## src/logic/acrb_consts.vh

```
// Constants for the converter control register bank.
// Function
// - All registers read and write, except identity and status, which are read-only.
// - Identity register returns device identifier in 7:3 and revision in 2:0.
// - Channel power-down after full power-up, other channel on, only mutes.
// - Global power-down enters low power and keeps all register contents.
// - Auto-detect in slave operation takes detected speed, ignores speed field.
// - Speed field: 11 quarter, 10 half, 01 single (default), 00 double.
// - Float bit: master floats clocks and data, slave floats data only.
// - Preamp and bias power-down bits reset to 1, powering circuits down.
// - Clock halve applies, except in slave operation with auto-detect off.
// - Master/slave bit: 0 slave (default), 1 master.
// - Format bit: 0 left-justified (default), 1 I2S.
// - Route 0 raw data; route 1 with engine on processed; 1 with 0 reserved.
// - Differential mix outputs (A minus B) divided by two on both channels.
// - Linked volume: channel A volume, attenuation, level control govern both.
// - Digital boost applies fixed 20 dB gain to the channel.
// - Bias pin select: 0 third B input pin, 1 second B input pin.
// - Bias level codes 00..11 give 0.8, 0.7, 0.6, 0.5 of supply.
// - Preamp gain select: 0 gives +16 dB, 1 gives +32 dB.
// - Ramp: attenuation 0.125 dB per frame, gain 0.5 dB per 16 frames.
// - Crossing wait delays gain changes to zero crossing, 1024 sample timeout.
// - High-pass enable bits reset to 1; clearing disables the filter.
`ifndef ACRB_CONSTS_VH
`define ACRB_CONSTS_VH
`define ACRB_IDX_IDENT 6'h01
`define ACRB_IDX_POWER 6'h02
`define ACRB_IDX_MICSPD 6'h03
`define ACRB_IDX_INTF 6'h04
`define ACRB_IDX_MIC 6'h05
`define ACRB_IDX_ADCCTL 6'h06
`define ACRB_IDX_ENGINE 6'h09
`define ACRB_IDX_PGA_A 6'h0A
`define ACRB_IDX_PGA_B 6'h0B
`define ACRB_IDX_ATT_A 6'h0C
`define ACRB_IDX_ATT_B 6'h0D
`define ACRB_IDX_STATUS 6'h0E
`define ACRB_RST_POWER 8'h00
`define ACRB_RST_MICSPD 8'hAE
`define ACRB_RST_INTF 8'h00
`define ACRB_RST_MIC 8'h00
`define ACRB_RST_ADCCTL 8'hA0
`define ACRB_RST_ENGINE 8'h00
`define ACRB_RST_PGA 5'h00
`define ACRB_RST_ATT 8'h00
`define ACRB_PWR_GLOBAL 0
`define ACRB_PWR_ADC_A 1
`define ACRB_PWR_PGA_A 3
`define ACRB_MS_HALVE 0
`define ACRB_MS_BIAS_PDN 1
`define ACRB_MS_PRE_A 2
`define ACRB_MS_FLOAT 4
`define ACRB_MS_SPEED_LO 5
`define ACRB_MS_AUTO 7
`define ACRB_IF_DIFF 0
`define ACRB_IF_ROUTE 1
`define ACRB_IF_FORMAT 2
`define ACRB_IF_MASTER 6
`define ACRB_MIC_GAIN_A 0
`define ACRB_MIC_LVL_LO 2
`define ACRB_MIC_PIN 4
`define ACRB_MIC_BOOST_A 5
`define ACRB_MIC_LINK 7
`define ACRB_EN_LEVEL_A 0
`define ACRB_EN_ENGINE 6
`define ACRB_GAIN_INTERVAL 16
`define ACRB_ATT_INTERVAL 1
`define ACRB_CROSS_TIMEOUT 1024
`define ACRB_ATT_FRAC 2
`endif

```

## src/logic/acrb_adc_control_register_bank.v

```verilog
// Control register bank of the stereo converter with its APB slave.
`timescale 1ns/1ps
`include "acrb_consts.vh"
module acrb_adc_control_register_bank #(
    parameter DW = 24,
    // Identity values are arbitrary.
    parameter [4:0] DEV_ID = 5'h05,
    parameter [2:0] SIL_REV = 3'h2
) (
    input wire mclk_i,
    input wire rst_b_i,
    input wire psel_i,
    input wire penable_i,
    input wire pwrite_i,
    input wire [7:0] paddr_i,
    input wire [31:0] pwdata_i,
    output reg [31:0] prdata_o,
    output reg pready_o,
    output reg pslverr_o,
    input wire [1:0] detected_speed_i,
    input wire frame_tick_i,
    input wire [1:0] zero_cross_i,
    input wire [DW-1:0] raw_a_i,
    input wire [DW-1:0] raw_b_i,
    input wire [DW-1:0] proc_a_i,
    input wire [DW-1:0] proc_b_i,
    output wire [DW-1:0] serial_data_a_o,
    output wire [DW-1:0] serial_data_b_o,
    output reg global_power_down_o,
    output reg [1:0] converter_channel_power_down_o,
    output reg [1:0] gain_amp_power_down_o,
    output reg [1:0] channel_mute_o,
    output reg [1:0] preamp_power_down_o,
    output reg bias_power_down_o,
    output reg [1:0] speed_mode_o,
    output reg master_clock_halve_o,
    output reg master_mode_o,
    output reg clocks_float_o,
    output reg serial_data_float_o,
    output reg serial_format_select_o,
    output reg bias_pin_select_o,
    output reg [1:0] bias_level_select_o,
    output reg [1:0] preamp_gain_select_o,
    output reg [1:0] highpass_on_o,
    output reg [1:0] highpass_hold_o,
    output reg [1:0] level_control_on_o,
    output wire [9:0] gain_amp_volume_o,
    output wire [19:0] digital_attenuation_o
);
    // ----------------------------------------------------------------
    // Register storage
    // ----------------------------------------------------------------
    reg [7:0] power_reg;
    reg [7:0] micspd_reg;
    reg [7:0] intf_reg;
    reg [7:0] mic_reg;
    reg [7:0] adcctl_reg;
    reg [7:0] engine_reg;
    reg [4:0] pga_a_reg;
    reg [4:0] pga_b_reg;
    reg [7:0] att_a_reg;
    reg [7:0] att_b_reg;
    reg up_reg;
    reg [1:0] adc_off_reg;
    reg [1:0] pga_off_reg;
    reg [7:0] rd_data;
    reg rd_hit;
    wire [5:0] idx = paddr_i[7:2];
    wire wr_en = psel_i & penable_i & pwrite_i & pready_o;
    wire [7:0] wbyte = pwdata_i[7:0];
    wire slave = ~intf_reg[`ACRB_IF_MASTER];
    wire linked = mic_reg[`ACRB_MIC_LINK];
    wire global_pdn = power_reg[`ACRB_PWR_GLOBAL];
    wire [1:0] adc_bits = power_reg[`ACRB_PWR_ADC_A+1:`ACRB_PWR_ADC_A];
    wire [1:0] pga_bits = power_reg[`ACRB_PWR_PGA_A+1:`ACRB_PWR_PGA_A];
    wire [1:0] ch_pdn = adc_bits | pga_bits;
    wire route_reserved = intf_reg[`ACRB_IF_ROUTE] & ~engine_reg[`ACRB_EN_ENGINE];

    // ----------------------------------------------------------------
    // Read decode
    // ----------------------------------------------------------------
    always @* begin
        rd_data = 8'h00;
        rd_hit = 1'b1;
        case (idx)
            `ACRB_IDX_IDENT: rd_data = {DEV_ID, SIL_REV};
            `ACRB_IDX_POWER: rd_data = power_reg;
            `ACRB_IDX_MICSPD: rd_data = micspd_reg;
            `ACRB_IDX_INTF: rd_data = intf_reg;
            `ACRB_IDX_MIC: rd_data = mic_reg;
            `ACRB_IDX_ADCCTL: rd_data = adcctl_reg;
            `ACRB_IDX_ENGINE: rd_data = engine_reg;
            `ACRB_IDX_PGA_A: rd_data = {3'h0, pga_a_reg};
            `ACRB_IDX_PGA_B: rd_data = {3'h0, pga_b_reg};
            `ACRB_IDX_ATT_A: rd_data = att_a_reg;
            `ACRB_IDX_ATT_B: rd_data = att_b_reg;
            `ACRB_IDX_STATUS: rd_data = {2'h0, route_reserved, up_reg, master_clock_halve_o,
                                         speed_mode_o, global_power_down_o};
            default: rd_hit = 1'b0;
        endcase
    end

    // ----------------------------------------------------------------
    // APB slave: one access cycle, ready registered from the setup cycle
    // ----------------------------------------------------------------
    always @(posedge mclk_i or negedge rst_b_i) begin
        if (!rst_b_i) begin
            pready_o <= 1'b0;
            prdata_o <= 32'h00000000;
            pslverr_o <= 1'b0;
        end else begin
            pready_o <= psel_i & ~penable_i;
            if (psel_i && !penable_i) begin
                prdata_o <= pwrite_i ? 32'h00000000 : {24'h000000, rd_data};
                pslverr_o <= ~rd_hit;
            end else if (pready_o) begin
                prdata_o <= 32'h00000000;
                pslverr_o <= 1'b0;
            end
        end
    end

    // ----------------------------------------------------------------
    // Register writes
    // ----------------------------------------------------------------
    // Identity and status take no write and answer without error.
    always @(posedge mclk_i or negedge rst_b_i) begin
        if (!rst_b_i) begin
            power_reg <= `ACRB_RST_POWER;
            micspd_reg <= `ACRB_RST_MICSPD;
            intf_reg <= `ACRB_RST_INTF;
            mic_reg <= `ACRB_RST_MIC;
            adcctl_reg <= `ACRB_RST_ADCCTL;
            engine_reg <= `ACRB_RST_ENGINE;
            pga_a_reg <= `ACRB_RST_PGA;
            pga_b_reg <= `ACRB_RST_PGA;
            att_a_reg <= `ACRB_RST_ATT;
            att_b_reg <= `ACRB_RST_ATT;
        end else if (wr_en) begin
            case (idx)
                `ACRB_IDX_POWER: power_reg <= wbyte;
                `ACRB_IDX_MICSPD: micspd_reg <= wbyte;
                `ACRB_IDX_INTF: intf_reg <= wbyte;
                `ACRB_IDX_MIC: mic_reg <= wbyte;
                `ACRB_IDX_ADCCTL: adcctl_reg <= wbyte;
                `ACRB_IDX_ENGINE: engine_reg <= wbyte;
                `ACRB_IDX_PGA_A: pga_a_reg <= wbyte[4:0];
                `ACRB_IDX_PGA_B: pga_b_reg <= wbyte[4:0];
                `ACRB_IDX_ATT_A: att_a_reg <= wbyte;
                `ACRB_IDX_ATT_B: att_b_reg <= wbyte;
                default: power_reg <= power_reg;
            endcase
        end
    end

    // ----------------------------------------------------------------
    // Power sequencing
    // ----------------------------------------------------------------
    // The converter counts as up once global power-down is clear and a
    // channel is on. While up, channel bits are latched off only by a
    // return through the down state, so a single channel bit just mutes.
    always @(posedge mclk_i or negedge rst_b_i) begin
        if (!rst_b_i) begin
            up_reg <= 1'b0;
            adc_off_reg <= 2'b00;
            pga_off_reg <= 2'b00;
            channel_mute_o <= 2'b00;
            global_power_down_o <= 1'b0;
        end else begin
            up_reg <= ~global_pdn & ~(ch_pdn[0] & ch_pdn[1]);
            global_power_down_o <= global_pdn;
            if (!up_reg) begin
                adc_off_reg <= adc_bits;
                pga_off_reg <= pga_bits;
            end
            channel_mute_o <= up_reg ? ch_pdn : 2'b00;
        end
    end

    // ----------------------------------------------------------------
    // Effective controls
    // ----------------------------------------------------------------
    always @(posedge mclk_i or negedge rst_b_i) begin
        if (!rst_b_i) begin
            converter_channel_power_down_o <= 2'b00;
            gain_amp_power_down_o <= 2'b00;
            preamp_power_down_o <= 2'b11;
            bias_power_down_o <= 1'b1;
            speed_mode_o <= 2'b01;
            master_clock_halve_o <= 1'b0;
            master_mode_o <= 1'b0;
            clocks_float_o <= 1'b0;
            serial_data_float_o <= 1'b0;
            serial_format_select_o <= 1'b0;
            bias_pin_select_o <= 1'b0;
            bias_level_select_o <= 2'b00;
            preamp_gain_select_o <= 2'b00;
            highpass_on_o <= 2'b11;
            highpass_hold_o <= 2'b00;
            level_control_on_o <= 2'b00;
        end else begin
            converter_channel_power_down_o <= adc_off_reg | {2{global_pdn}};
            gain_amp_power_down_o <= pga_off_reg | {2{global_pdn}};
            preamp_power_down_o <= micspd_reg[`ACRB_MS_PRE_A+1:`ACRB_MS_PRE_A];
            bias_power_down_o <= micspd_reg[`ACRB_MS_BIAS_PDN];
            if (micspd_reg[`ACRB_MS_AUTO] && slave) begin
                speed_mode_o <= detected_speed_i;
            end else begin
                speed_mode_o <= micspd_reg[`ACRB_MS_SPEED_LO+1:`ACRB_MS_SPEED_LO];
            end
            master_clock_halve_o <= micspd_reg[`ACRB_MS_HALVE] &
                                    ~(slave & ~micspd_reg[`ACRB_MS_AUTO]);
            master_mode_o <= ~slave;
            clocks_float_o <= micspd_reg[`ACRB_MS_FLOAT] & ~slave;
            serial_data_float_o <= micspd_reg[`ACRB_MS_FLOAT];
            serial_format_select_o <= intf_reg[`ACRB_IF_FORMAT];
            bias_pin_select_o <= mic_reg[`ACRB_MIC_PIN];
            bias_level_select_o <= mic_reg[`ACRB_MIC_LVL_LO+1:`ACRB_MIC_LVL_LO];
            preamp_gain_select_o <= mic_reg[`ACRB_MIC_GAIN_A+1:`ACRB_MIC_GAIN_A];
            highpass_on_o <= {adcctl_reg[7], adcctl_reg[5]};
            highpass_hold_o <= {adcctl_reg[6], adcctl_reg[4]};
            level_control_on_o[0] <= engine_reg[`ACRB_EN_LEVEL_A];
            level_control_on_o[1] <= linked ? engine_reg[`ACRB_EN_LEVEL_A] :
                                     engine_reg[`ACRB_EN_LEVEL_A+1];
        end
    end

    // ----------------------------------------------------------------
    // Per-channel gain and attenuation ramps
    // ----------------------------------------------------------------
    wire [9:0] pga_tgt = {linked ? pga_a_reg : pga_b_reg, pga_a_reg};
    wire [7:0] att_b_sel = linked ? att_a_reg : att_b_reg;
    wire [19:0] att_tgt = {att_b_sel, {`ACRB_ATT_FRAC{1'b0}},
                           att_a_reg, {`ACRB_ATT_FRAC{1'b0}}};
    genvar ch;
    generate
        for (ch = 0; ch < 2; ch = ch + 1) begin : g_chan
            acrb_level_stepper #(
                .W(5),
                .INTERVAL(`ACRB_GAIN_INTERVAL),
                .TIMEOUT(`ACRB_CROSS_TIMEOUT)
            ) u_gain (
                .mclk_i(mclk_i),
                .rst_b_i(rst_b_i),
                .target_i(pga_tgt[5*ch+4:5*ch]),
                .ramp_on_i(adcctl_reg[2*ch+1]),
                .wait_on_i(adcctl_reg[2*ch]),
                .frame_tick_i(frame_tick_i),
                .zero_cross_i(zero_cross_i[ch]),
                .level_o(gain_amp_volume_o[5*ch+4:5*ch])
            );
            acrb_level_stepper #(
                .W(10),
                .INTERVAL(`ACRB_ATT_INTERVAL),
                .TIMEOUT(`ACRB_CROSS_TIMEOUT)
            ) u_att (
                .mclk_i(mclk_i),
                .rst_b_i(rst_b_i),
                .target_i(att_tgt[10*ch+9:10*ch]),
                .ramp_on_i(adcctl_reg[2*ch+1]),
                .wait_on_i(1'b0),
                .frame_tick_i(frame_tick_i),
                .zero_cross_i(zero_cross_i[ch]),
                .level_o(digital_attenuation_o[10*ch+9:10*ch])
            );
        end
    endgenerate

    // ----------------------------------------------------------------
    // Sample path
    // ----------------------------------------------------------------
    acrb_sample_mixer #(
        .DW(DW)
    ) u_mix (
        .mclk_i(mclk_i),
        .rst_b_i(rst_b_i),
        .raw_a_i(raw_a_i),
        .raw_b_i(raw_b_i),
        .proc_a_i(proc_a_i),
        .proc_b_i(proc_b_i),
        .route_i(intf_reg[`ACRB_IF_ROUTE]),
        .engine_on_i(engine_reg[`ACRB_EN_ENGINE]),
        .diff_mix_i(intf_reg[`ACRB_IF_DIFF]),
        .boost_i(mic_reg[`ACRB_MIC_BOOST_A+1:`ACRB_MIC_BOOST_A]),
        .mute_i(channel_mute_o),
        .out_a_o(serial_data_a_o),
        .out_b_o(serial_data_b_o)
    );
endmodule // acrb_adc_control_register_bank

```

## src/logic/acrb_level_stepper.v

```verilog
// Level stepper that moves a gain or attenuation toward its target.
`timescale 1ns/1ps
`include "acrb_consts.vh"
module acrb_level_stepper #(
    parameter W = 5,
    parameter INTERVAL = 16,
    parameter TIMEOUT = 1024
) (
    input wire mclk_i,
    input wire rst_b_i,
    input wire [W-1:0] target_i,
    input wire ramp_on_i,
    input wire wait_on_i,
    input wire frame_tick_i,
    input wire zero_cross_i,
    output reg [W-1:0] level_o
);
    reg [4:0] frame_cnt_reg;
    reg [10:0] tmo_cnt_reg;
    wire pending = (target_i != level_o);
    wire tmo_hit = (tmo_cnt_reg == TIMEOUT - 1) & frame_tick_i;
    wire gate_ok = ~wait_on_i | zero_cross_i | tmo_hit;
    wire step_due = frame_tick_i & (frame_cnt_reg == INTERVAL - 1);
    always @(posedge mclk_i or negedge rst_b_i) begin
        if (!rst_b_i) begin
            level_o <= {W{1'b0}};
            frame_cnt_reg <= 5'h00;
            tmo_cnt_reg <= 11'h000;
        end else begin
            if (frame_tick_i) begin
                frame_cnt_reg <= step_due ? 5'h00 : frame_cnt_reg + 5'h01;
            end
            if (!pending || gate_ok) begin
                tmo_cnt_reg <= 11'h000;
            end else if (frame_tick_i) begin
                tmo_cnt_reg <= tmo_cnt_reg + 11'h001;
            end
            if (pending && gate_ok) begin
                if (!ramp_on_i) begin
                    level_o <= target_i;
                end else if (step_due || (wait_on_i && zero_cross_i)) begin
                    level_o <= (target_i > level_o) ? level_o + 1'b1 : level_o - 1'b1;
                end
            end
        end
    end
endmodule // acrb_level_stepper

```

## src/logic/acrb_sample_mixer.v

```verilog
// Output sample routing, boost, differential mix and channel mute.
`timescale 1ns/1ps
`include "acrb_consts.vh"
module acrb_sample_mixer #(
    parameter DW = 24
) (
    input wire mclk_i,
    input wire rst_b_i,
    input wire [DW-1:0] raw_a_i,
    input wire [DW-1:0] raw_b_i,
    input wire [DW-1:0] proc_a_i,
    input wire [DW-1:0] proc_b_i,
    input wire route_i,
    input wire engine_on_i,
    input wire diff_mix_i,
    input wire [1:0] boost_i,
    input wire [1:0] mute_i,
    output reg [DW-1:0] out_a_o,
    output reg [DW-1:0] out_b_o
);
    localparam signed [DW+3:0] MAXV = (1 <<< (DW - 1)) - 1;
    localparam signed [DW+3:0] MINV = -(1 <<< (DW - 1));
    function [DW-1:0] boost;
        input [DW-1:0] x;
        input en;
        reg signed [DW+3:0] s;
        begin
            s = {{4{x[DW-1]}}, x};
            s = (s <<< 3) + (s <<< 1);
            if (!en) begin
                boost = x;
            end else if (s > MAXV) begin
                boost = MAXV[DW-1:0];
            end else if (s < MINV) begin
                boost = MINV[DW-1:0];
            end else begin
                boost = s[DW-1:0];
            end
        end
    endfunction
    reg [DW-1:0] sel_a;
    reg [DW-1:0] sel_b;
    reg [DW:0] diff;
    always @* begin
        sel_a = route_i ? proc_a_i : raw_a_i;
        sel_b = route_i ? proc_b_i : raw_b_i;
        if (route_i && !engine_on_i) begin
            sel_a = {DW{1'b0}};
            sel_b = {DW{1'b0}};
        end
        sel_a = boost(sel_a, boost_i[0]);
        sel_b = boost(sel_b, boost_i[1]);
        diff = {sel_a[DW-1], sel_a} - {sel_b[DW-1], sel_b};
        if (diff_mix_i) begin
            sel_a = diff[DW:1];
            sel_b = diff[DW:1];
        end
    end
    always @(posedge mclk_i or negedge rst_b_i) begin
        if (!rst_b_i) begin
            out_a_o <= {DW{1'b0}};
            out_b_o <= {DW{1'b0}};
        end else begin
            out_a_o <= mute_i[0] ? {DW{1'b0}} : sel_a;
            out_b_o <= mute_i[1] ? {DW{1'b0}} : sel_b;
        end
    end
endmodule // acrb_sample_mixer
```

## config.mk

```make
export PLATFORM = sky130hd
export DESIGN_NAME = acrb_adc_control_register_bank
export DESIGN_NICKNAME = d
export VERILOG_FILES = /design/src/logic/acrb_adc_control_register_bank.v /design/src/logic/acrb_level_stepper.v /design/src/logic/acrb_sample_mixer.v
export VERILOG_INCLUDE_DIRS = /design/src /design/src/logic
export SDC_FILE = /design/constraint.sdc
export NUM_CORES = 1
export LEC_CHECK = 0
export BUFFER_PORTS_ARGS = -buffer_cell sky130_fd_sc_hd__buf_4
export CELL_PAD_IN_SITES_DETAIL_PLACEMENT = 1
export CELL_PAD_IN_SITES_GLOBAL_PLACEMENT = 2
export CORE_MARGIN = 2
export CORE_UTILIZATION = 32
export CTS_CLUSTER_DIAMETER = 80
export DETAILED_ROUTE_END_ITERATION = 10
export PLACE_DENSITY_LB_ADDON = 0.12
export SYNTH_ARGS = -nofsm -noshare
export SYNTH_HDL_FRONTEND = slang
export SYNTH_SLANG_ARGS = --single-unit
```

## constraint.sdc

```tcl
create_clock -name mclk_i -period 7.2 [get_ports mclk_i]
set_input_delay 1.44 -clock mclk_i [delete_from_list [all_inputs] [get_ports mclk_i]]
set_output_delay 1.44 -clock mclk_i [all_outputs]
set_load 0.01 [all_outputs]
```

; Word-level counts from Yosys, hierarchy flattened
; Cells that the tools add are included.
[totals]
in_bits = 146
ff_bits = 261
elab_cells = 209
out_inout_bits = 140
[op_classes]
reduce_logical = 35
n_addsub = 17
n_eq_ne = 24
magnitude_cmp = 8
n_mux = 46
n_bitwise = 33
[ops]
columns = op, n
row1 = 2-to-1 mux 24 bit, 14
row2 = case mux 8 bit (12 select lines), 1
row3 = 2-to-1 mux 32 bit, 2
row4 = 2-to-1 mux 10 bit, 6
row5 = adder 27 x 25 -> 28 bit, 2
row6 = "greater-than comparator 28 x 24 -> 1 bit, second input constant", 2
row7 = "< comparator 28 x 24 -> 1 bit, second input constant", 2
row8 = 2-to-1 mux 5 bit, 11
row9 = 2-to-1 mux 11 bit, 4
row10 = "equality test 6 x 4 -> 1 bit, second input constant", 6
row11 = "adder 5 x 1 -> 5 bit, second input constant", 6
row12 = AND reduction 2 bit, 14
row13 = subtractor 24 x 24 -> 25 bit, 1
row14 = "adder 11 x 1 -> 11 bit, second input constant", 2
row15 = "equality test 11 x 10 -> 1 bit, second input constant", 2
row16 = "adder 10 x 1 -> 10 bit, second input constant", 2
row17 = greater-than comparator 10 bit, 2
row18 = != test 10 bit, 2
row19 = "subtractor 10 x 1 -> 10 bit, second input constant", 2
row20 = "equality test 6 x 3 -> 1 bit, second input constant", 3
row21 = AND 1 bit, 16
row22 = 2-to-1 mux 8 bit, 2
row23 = "equality test 6 x 2 -> 1 bit, second input constant", 2
row24 = OR reduction 12 bit, 1
row25 = 16 further kinds, 56

; Logic depth before layout (Yosys ltp)
[depth]
word_depth = 11
depth_mapped = 35
ltp_nobuf = 30

; By module
; A second synthesis with hierarchy kept.
[unflattened]
cells_unflattened = 2218
area_unflattened_um2 = 19791.5
[modules_own_cells]
columns = module, seq_area_each_um2, area_each_um2, n_inst, cells_each
row1 = acrb_sample_mixer, 1201.2, 8167.8, 1, 1142
row2 = acrb_adc_control_register_bank, 2944.1, 5345.1, 1, 401
row3 = acrb_level_stepper (g_chan[0].u_att ...), 650.6, 1835.5, 2, 208
row4 = acrb_level_stepper (g_chan[1].u_gain), 525.5, 1305.0, 1, 129
row5 = acrb_level_stepper (g_chan[0].u_gain), 525.5, 1302.5, 1, 130

; Worst setup path before layout
; No wires, ideal clock.
[synth_path]
kind = input to register
start = input port raw_b_i[2]
end = register u_mix.out_b_o[23]
t_required_ps = 7106
path_buffers = 0
arrival_ps = 7370
cell_stages = 28
setup_time_ps = 94
slack_ps = -264
cell_sequence = a22o_1 -> ha_1 -> inv_1 -> fa_1 -> nor2b_1 -> o21ai_0 -> or4b_4 -> a31o_1 -> a211o_1 -> a21bo_1 -> o22ai_2 -> nor3b_1 -> o21a_4 -> or3_4 -> fa_1 -> a21o_1 -> a21oi_1 -> o21bai_1 -> a21oi_1 -> o21bai_1 -> a21oi_1 -> o2111ai_1 -> a31o_2 -> a21oi_1 -> o21ai_0 -> a2111oi_0 -> a211oi_1 -> a211oi_1
[synth_between]
elab_chain_cells = 10
elab_cells_between_ends = 11
classes_between = add/sub (2) / order compare (2) / mux (7)
[synth_rtl]
columns = element, line_no
row1 = start: declaration, acrb_adc_control_register_bank.v:24  ; input wire [DW-1:0] raw_b_i,
row2 = 2-to-1 mux 24 bit (*), acrb_sample_mixer.v:46  ; sel_b = route_i ? proc_b_i : raw_b_i;
row3 = 2-to-1 mux 24 bit (*), acrb_sample_mixer.v:47  ; if (route_i && !engine_on_i) begin
row4 = adder 27 x 25 -> 28 bit, acrb_sample_mixer.v:29  ; s = (s <<< 3) + (s <<< 1);
row5 = < comparator 28 x 24 -> 1 bit, acrb_sample_mixer.v:34  ; end else if (s < MINV) begin
row6 = 2-to-1 mux 24 bit, acrb_sample_mixer.v:34
row7 = 2-to-1 mux 24 bit, acrb_sample_mixer.v:32  ; end else if (s > MAXV) begin
row8 = 2-to-1 mux 24 bit (*), acrb_sample_mixer.v:30  ; if (!en) begin
row9 = subtractor 24 x 24 -> 25 bit, acrb_sample_mixer.v:53  ; diff = {sel_a[DW-1], sel_a} - {sel_b[DW-1], sel_b};
row10 = 2-to-1 mux 24 bit (*), acrb_sample_mixer.v:54  ; if (diff_mix_i) begin
row11 = 2-to-1 mux 24 bit (*), acrb_sample_mixer.v:65  ; out_b_o <= mute_i[1] ? {DW{1'b0}} : sel_b;
row12 = end signal: assignment, acrb_sample_mixer.v:62  ; out_b_o <= {DW{1'b0}};
row13 = end signal: assignment, acrb_sample_mixer.v:65
row14 = end: declaration, acrb_sample_mixer.v:19  ; output reg [DW-1:0] out_b_o
; Mark *: on every way between the ends. The rest lies on a longest branch, timed or not.
; A chain may end at the register's enable or synchronous reset.

; Worst setup path after layout
; Same ends and word-level chain as after synthesis.

==> results.ini <==
[clock_tree]
htreeDepth=1
clockBufferDepth=3
cts_root_buffer=clkbuf_16
cts.sinks=237
clock_latency_ns=0.56
cts_tree=yes
cts_inserted_buffers=27
clkTransAtPathRegs_ns=0.06
hold_buffers=0

[global_routing]
grt_max_degree=107
grt_pass1_vias=17380
track_usage_pct=22.97
grt_pass1_wl_um=102200
grt.overflow.total=0
antenna_found_initial=1

[floorplanning]
die_area_mm2=0.05688
num_rows=85
die_h_um=238.5
initial_core_util_pct=32.50
core_mm2=0.05413
io_pins=286
die_w_um=238.5

[setup_path]
worst-path-buf-inv=2
r2r_cells=30
crit_type=input pin to register
worstPathRequired_ns=7.65
r2r_setup_slack_ns=0.35
worstPathArrival_ns=7.37
start_kind=input pin
r2r-start=intf_reg[1]$_DFFE_PN0P_
cpPeakStageDelay_ns=0.48
worstPathMaxFanout=4
slowest_stage=or4b_4
cp.depth=29
cp_top_family=compound AO/OA/AOI/OAI gates
crit_path_frequent_cell=a21oi_2
reg2reg_to=u_mix.out_b_o[23]$_DFF_PN0_
cp-end-kind=register

[logic_synthesis]
netlist_area_mm2=0.01759
synth-warning-count=0
synthArstFlopShare_pct=100.0
ys_seq_area_share_pct=33.80
syn_avg_cell_area_um2=9.032
synth-seq-cells=237
syn_inst=1948
ys.flop_type=dfrtp_1
synth.distinct_cells=96
synth_edf_count=0

[routing]
wl_per_cell_um=21.51
drt_iter0_drc=730
dr.pass1.iters=5
wirelength_um=66470
vias=16605
vias_per_cell=5.374
ant_nets=0
route.detailed.drc=0

[hold_path]
hp-class=register to register
hold_start=micspd_reg[2]$_DFFE_PN1P_
hold_depth=0
hold_end=preamp_power_down_o[0]$_DFF_PN1_

[pwr]
ir_drop_uv=158.4
power.density_mw_per_mm2=219.1
leakage_nw=10.59

[layout]
diodes=0
drive_above_1_share_pct=30.87
fin_cells=3090
nNetsFinal=2627
area_growth_pct=30.08

[timing]
slew_viol_final=0
fin_crit_sh_pct=96.19
slew_headroom_pct=22.18
hold_ws_ns=0.3848
finalSetupViolations=0
post-route-min-period_ns=6.926
worst_slew_pin_slew_ns=1.167
fmax_ghz=0.1444
skew_ns=0.03448
hold_viol=0

[placement]
gp_congestion=0.8491
dp_hpwl_um=51710
port_buffers=235
dp.cells=3027

[flow_run]
cap_viol_max_count=0

[status]
status=complete, no violations

==> placed cells by master (no fill, tap or decap), types with 13 or more instances in the layout <==
master     netlist  layout
a211oi_1        22      19
a21o_1          37      37
a21oi_1        111     105
a22o_1          27      25
a22oi_1         21      20
a31oi_1         14      13
and2_1          13      13
buf_4           31     491
clkbuf_16        0      27
conb_1           1      24
dfrtp_1        224     222
dfstp_2         13      13
ha_1           101     101
inv_1           89      88
mux2_2         101     101
mux2i_1         24      23
nand2_1        134     134
nand2b_1        31      31
nand3_1         64      64
nand4_1         39      39
nor2_1         143     142
nor2b_1         20      19
nor3_1          27      27
o21a_1          35      35
o21ai_0        130     124
o21ai_1         13      15
o21bai_1        19      19
o22ai_1         35      32
xnor2_1        108     108
xor2_1          42      42
==> worst max path at each step <==
stage / start / endpoint / slack (ns)
2_1_floorplan: raw_b_i[2] / u_mix.out_b_o[23]$_DFF_PN0_ / 0.0008
3_3_place_gp: raw_b_i[4] / u_mix.out_b_o[23]$_DFF_PN0_ / -0.57
3_5_place_dp: raw_b_i[4] / u_mix.out_b_o[23]$_DFF_PN0_ / -0.74
4_1_cts: raw_b_i[2] / u_mix.out_a_o[23]$_DFF_PN0_ / 0.03
5_1_grt: raw_b_i[2] / u_mix.out_b_o[23]$_DFF_PN0_ / -0.06
6_report: raw_b_i[2] / u_mix.out_b_o[23]$_DFF_PN0_ / 0.27
==> routing by layer <==
layer / wire (um) / GRT usage (%)
met1: 29940 / 30.66
met2: 32650 / 39.80
met3: 2389 / 2.267
met4: 1488 / 5.833
met5: 0 / 0
==> final cells by class <==
type                       count  area (um2)
clock buffer                  33       738.2
sequential                   237        5952
tap                          696       870.8
fill                        6275       31250
inverter                      89       337.8
multi-input combinational   1521       10970
timing repair buffer         497        3795
clock inverter                17       227.7
==> where the power goes <==
part,total (mW),internal [mW],switching (mW)
Combinational,1.91,0.873,1.04
Sequential,1.59,1.46,0.137
Clock,1.51,0.912,0.593
Total,5.01,3.24,1.77
==> stage by stage <==
stage	cell area, um2	setup WS (ns)	setup TNS, ns	utilization [%]	total power, mW
CTS	22620	0.03388	0	41.79	5.067
detailed placement	21650	-0.7395	-8.392	39.99	3.526
floorplan	17700	0.0008455	0	-	2.797
global placement	21650	-0.5719	-5.812	39.99	3.457
finish	22890	0.2744	0	42.28	5.014
global route	22890	-0.06307	-0.2379	42.28	5.368
==> synth_stat cells, types with 17 or more instances <==
cell type / number / area (um2)
clkbuf_1: 66 / 247.7
nor2_1: 143 / 536.8
nand4_1: 39 / 244.0
a21o_1: 37 / 277.8
buf_1: 17 / 63.81
a21oi_1: 111 / 555.5
nor2b_1: 20 / 125.1
xnor2_1: 108 / 945.9
xor2_1: 42 / 367.9
o21a_1: 35 / 262.8
a22oi_1: 21 / 157.7
ha_1: 101 / 1264
dfrtp_1: 224 / 5605
nand3_1: 64 / 320.3
o21bai_1: 19 / 142.6
mux2_2: 101 / 1137
nand2_1: 134 / 503.0
nand2b_1: 31 / 193.9
buf_4: 31 / 232.7
nor3_1: 27 / 135.1
a211oi_1: 22 / 165.2
o21ai_0: 130 / 650.6
o22ai_1: 35 / 219.0
inv_1: 89 / 334.1
a22o_1: 27 / 236.5
mux2i_1: 24 / 240.2
==> timing repair <==
action                     in CTS  in global routing
cloned                          0                  1
pin swaps                       3                 22
setup endpoints to repair       3                 19
resized for setup               5                 38
setup buffers                   0                 13
==> cells by family (layout without fill, tap and decap cells) <==
group / count (synthesis) / in the layout / share of synthesized area, %
adders and majority gates: 113 / 113 / 8.270
muxes: 126 / 126 / 7.958
AOI/OAI and AO/OA: 572 / 572 / 22.10
buffers and inverters: 214 / 636 / 5.447
xor gates and xnor gates: 150 / 150 / 7.467
and+or+nand+nor: 535 / 536 / 14.94
DFF: 237 / 237 / 33.80
other: 1 / 24 / 0.02131
==> worst register-to-register path, delay by kind of cell (launching register included) <==
family	cells	cell delay (ns)
buf+inv	2	0.24
simple gates	5	1.25
fa+ha+maj	3	0.83
compound gates	20	3.86
flops	1	0.55
No activity file was read; power rests on OpenSTA's default activity.
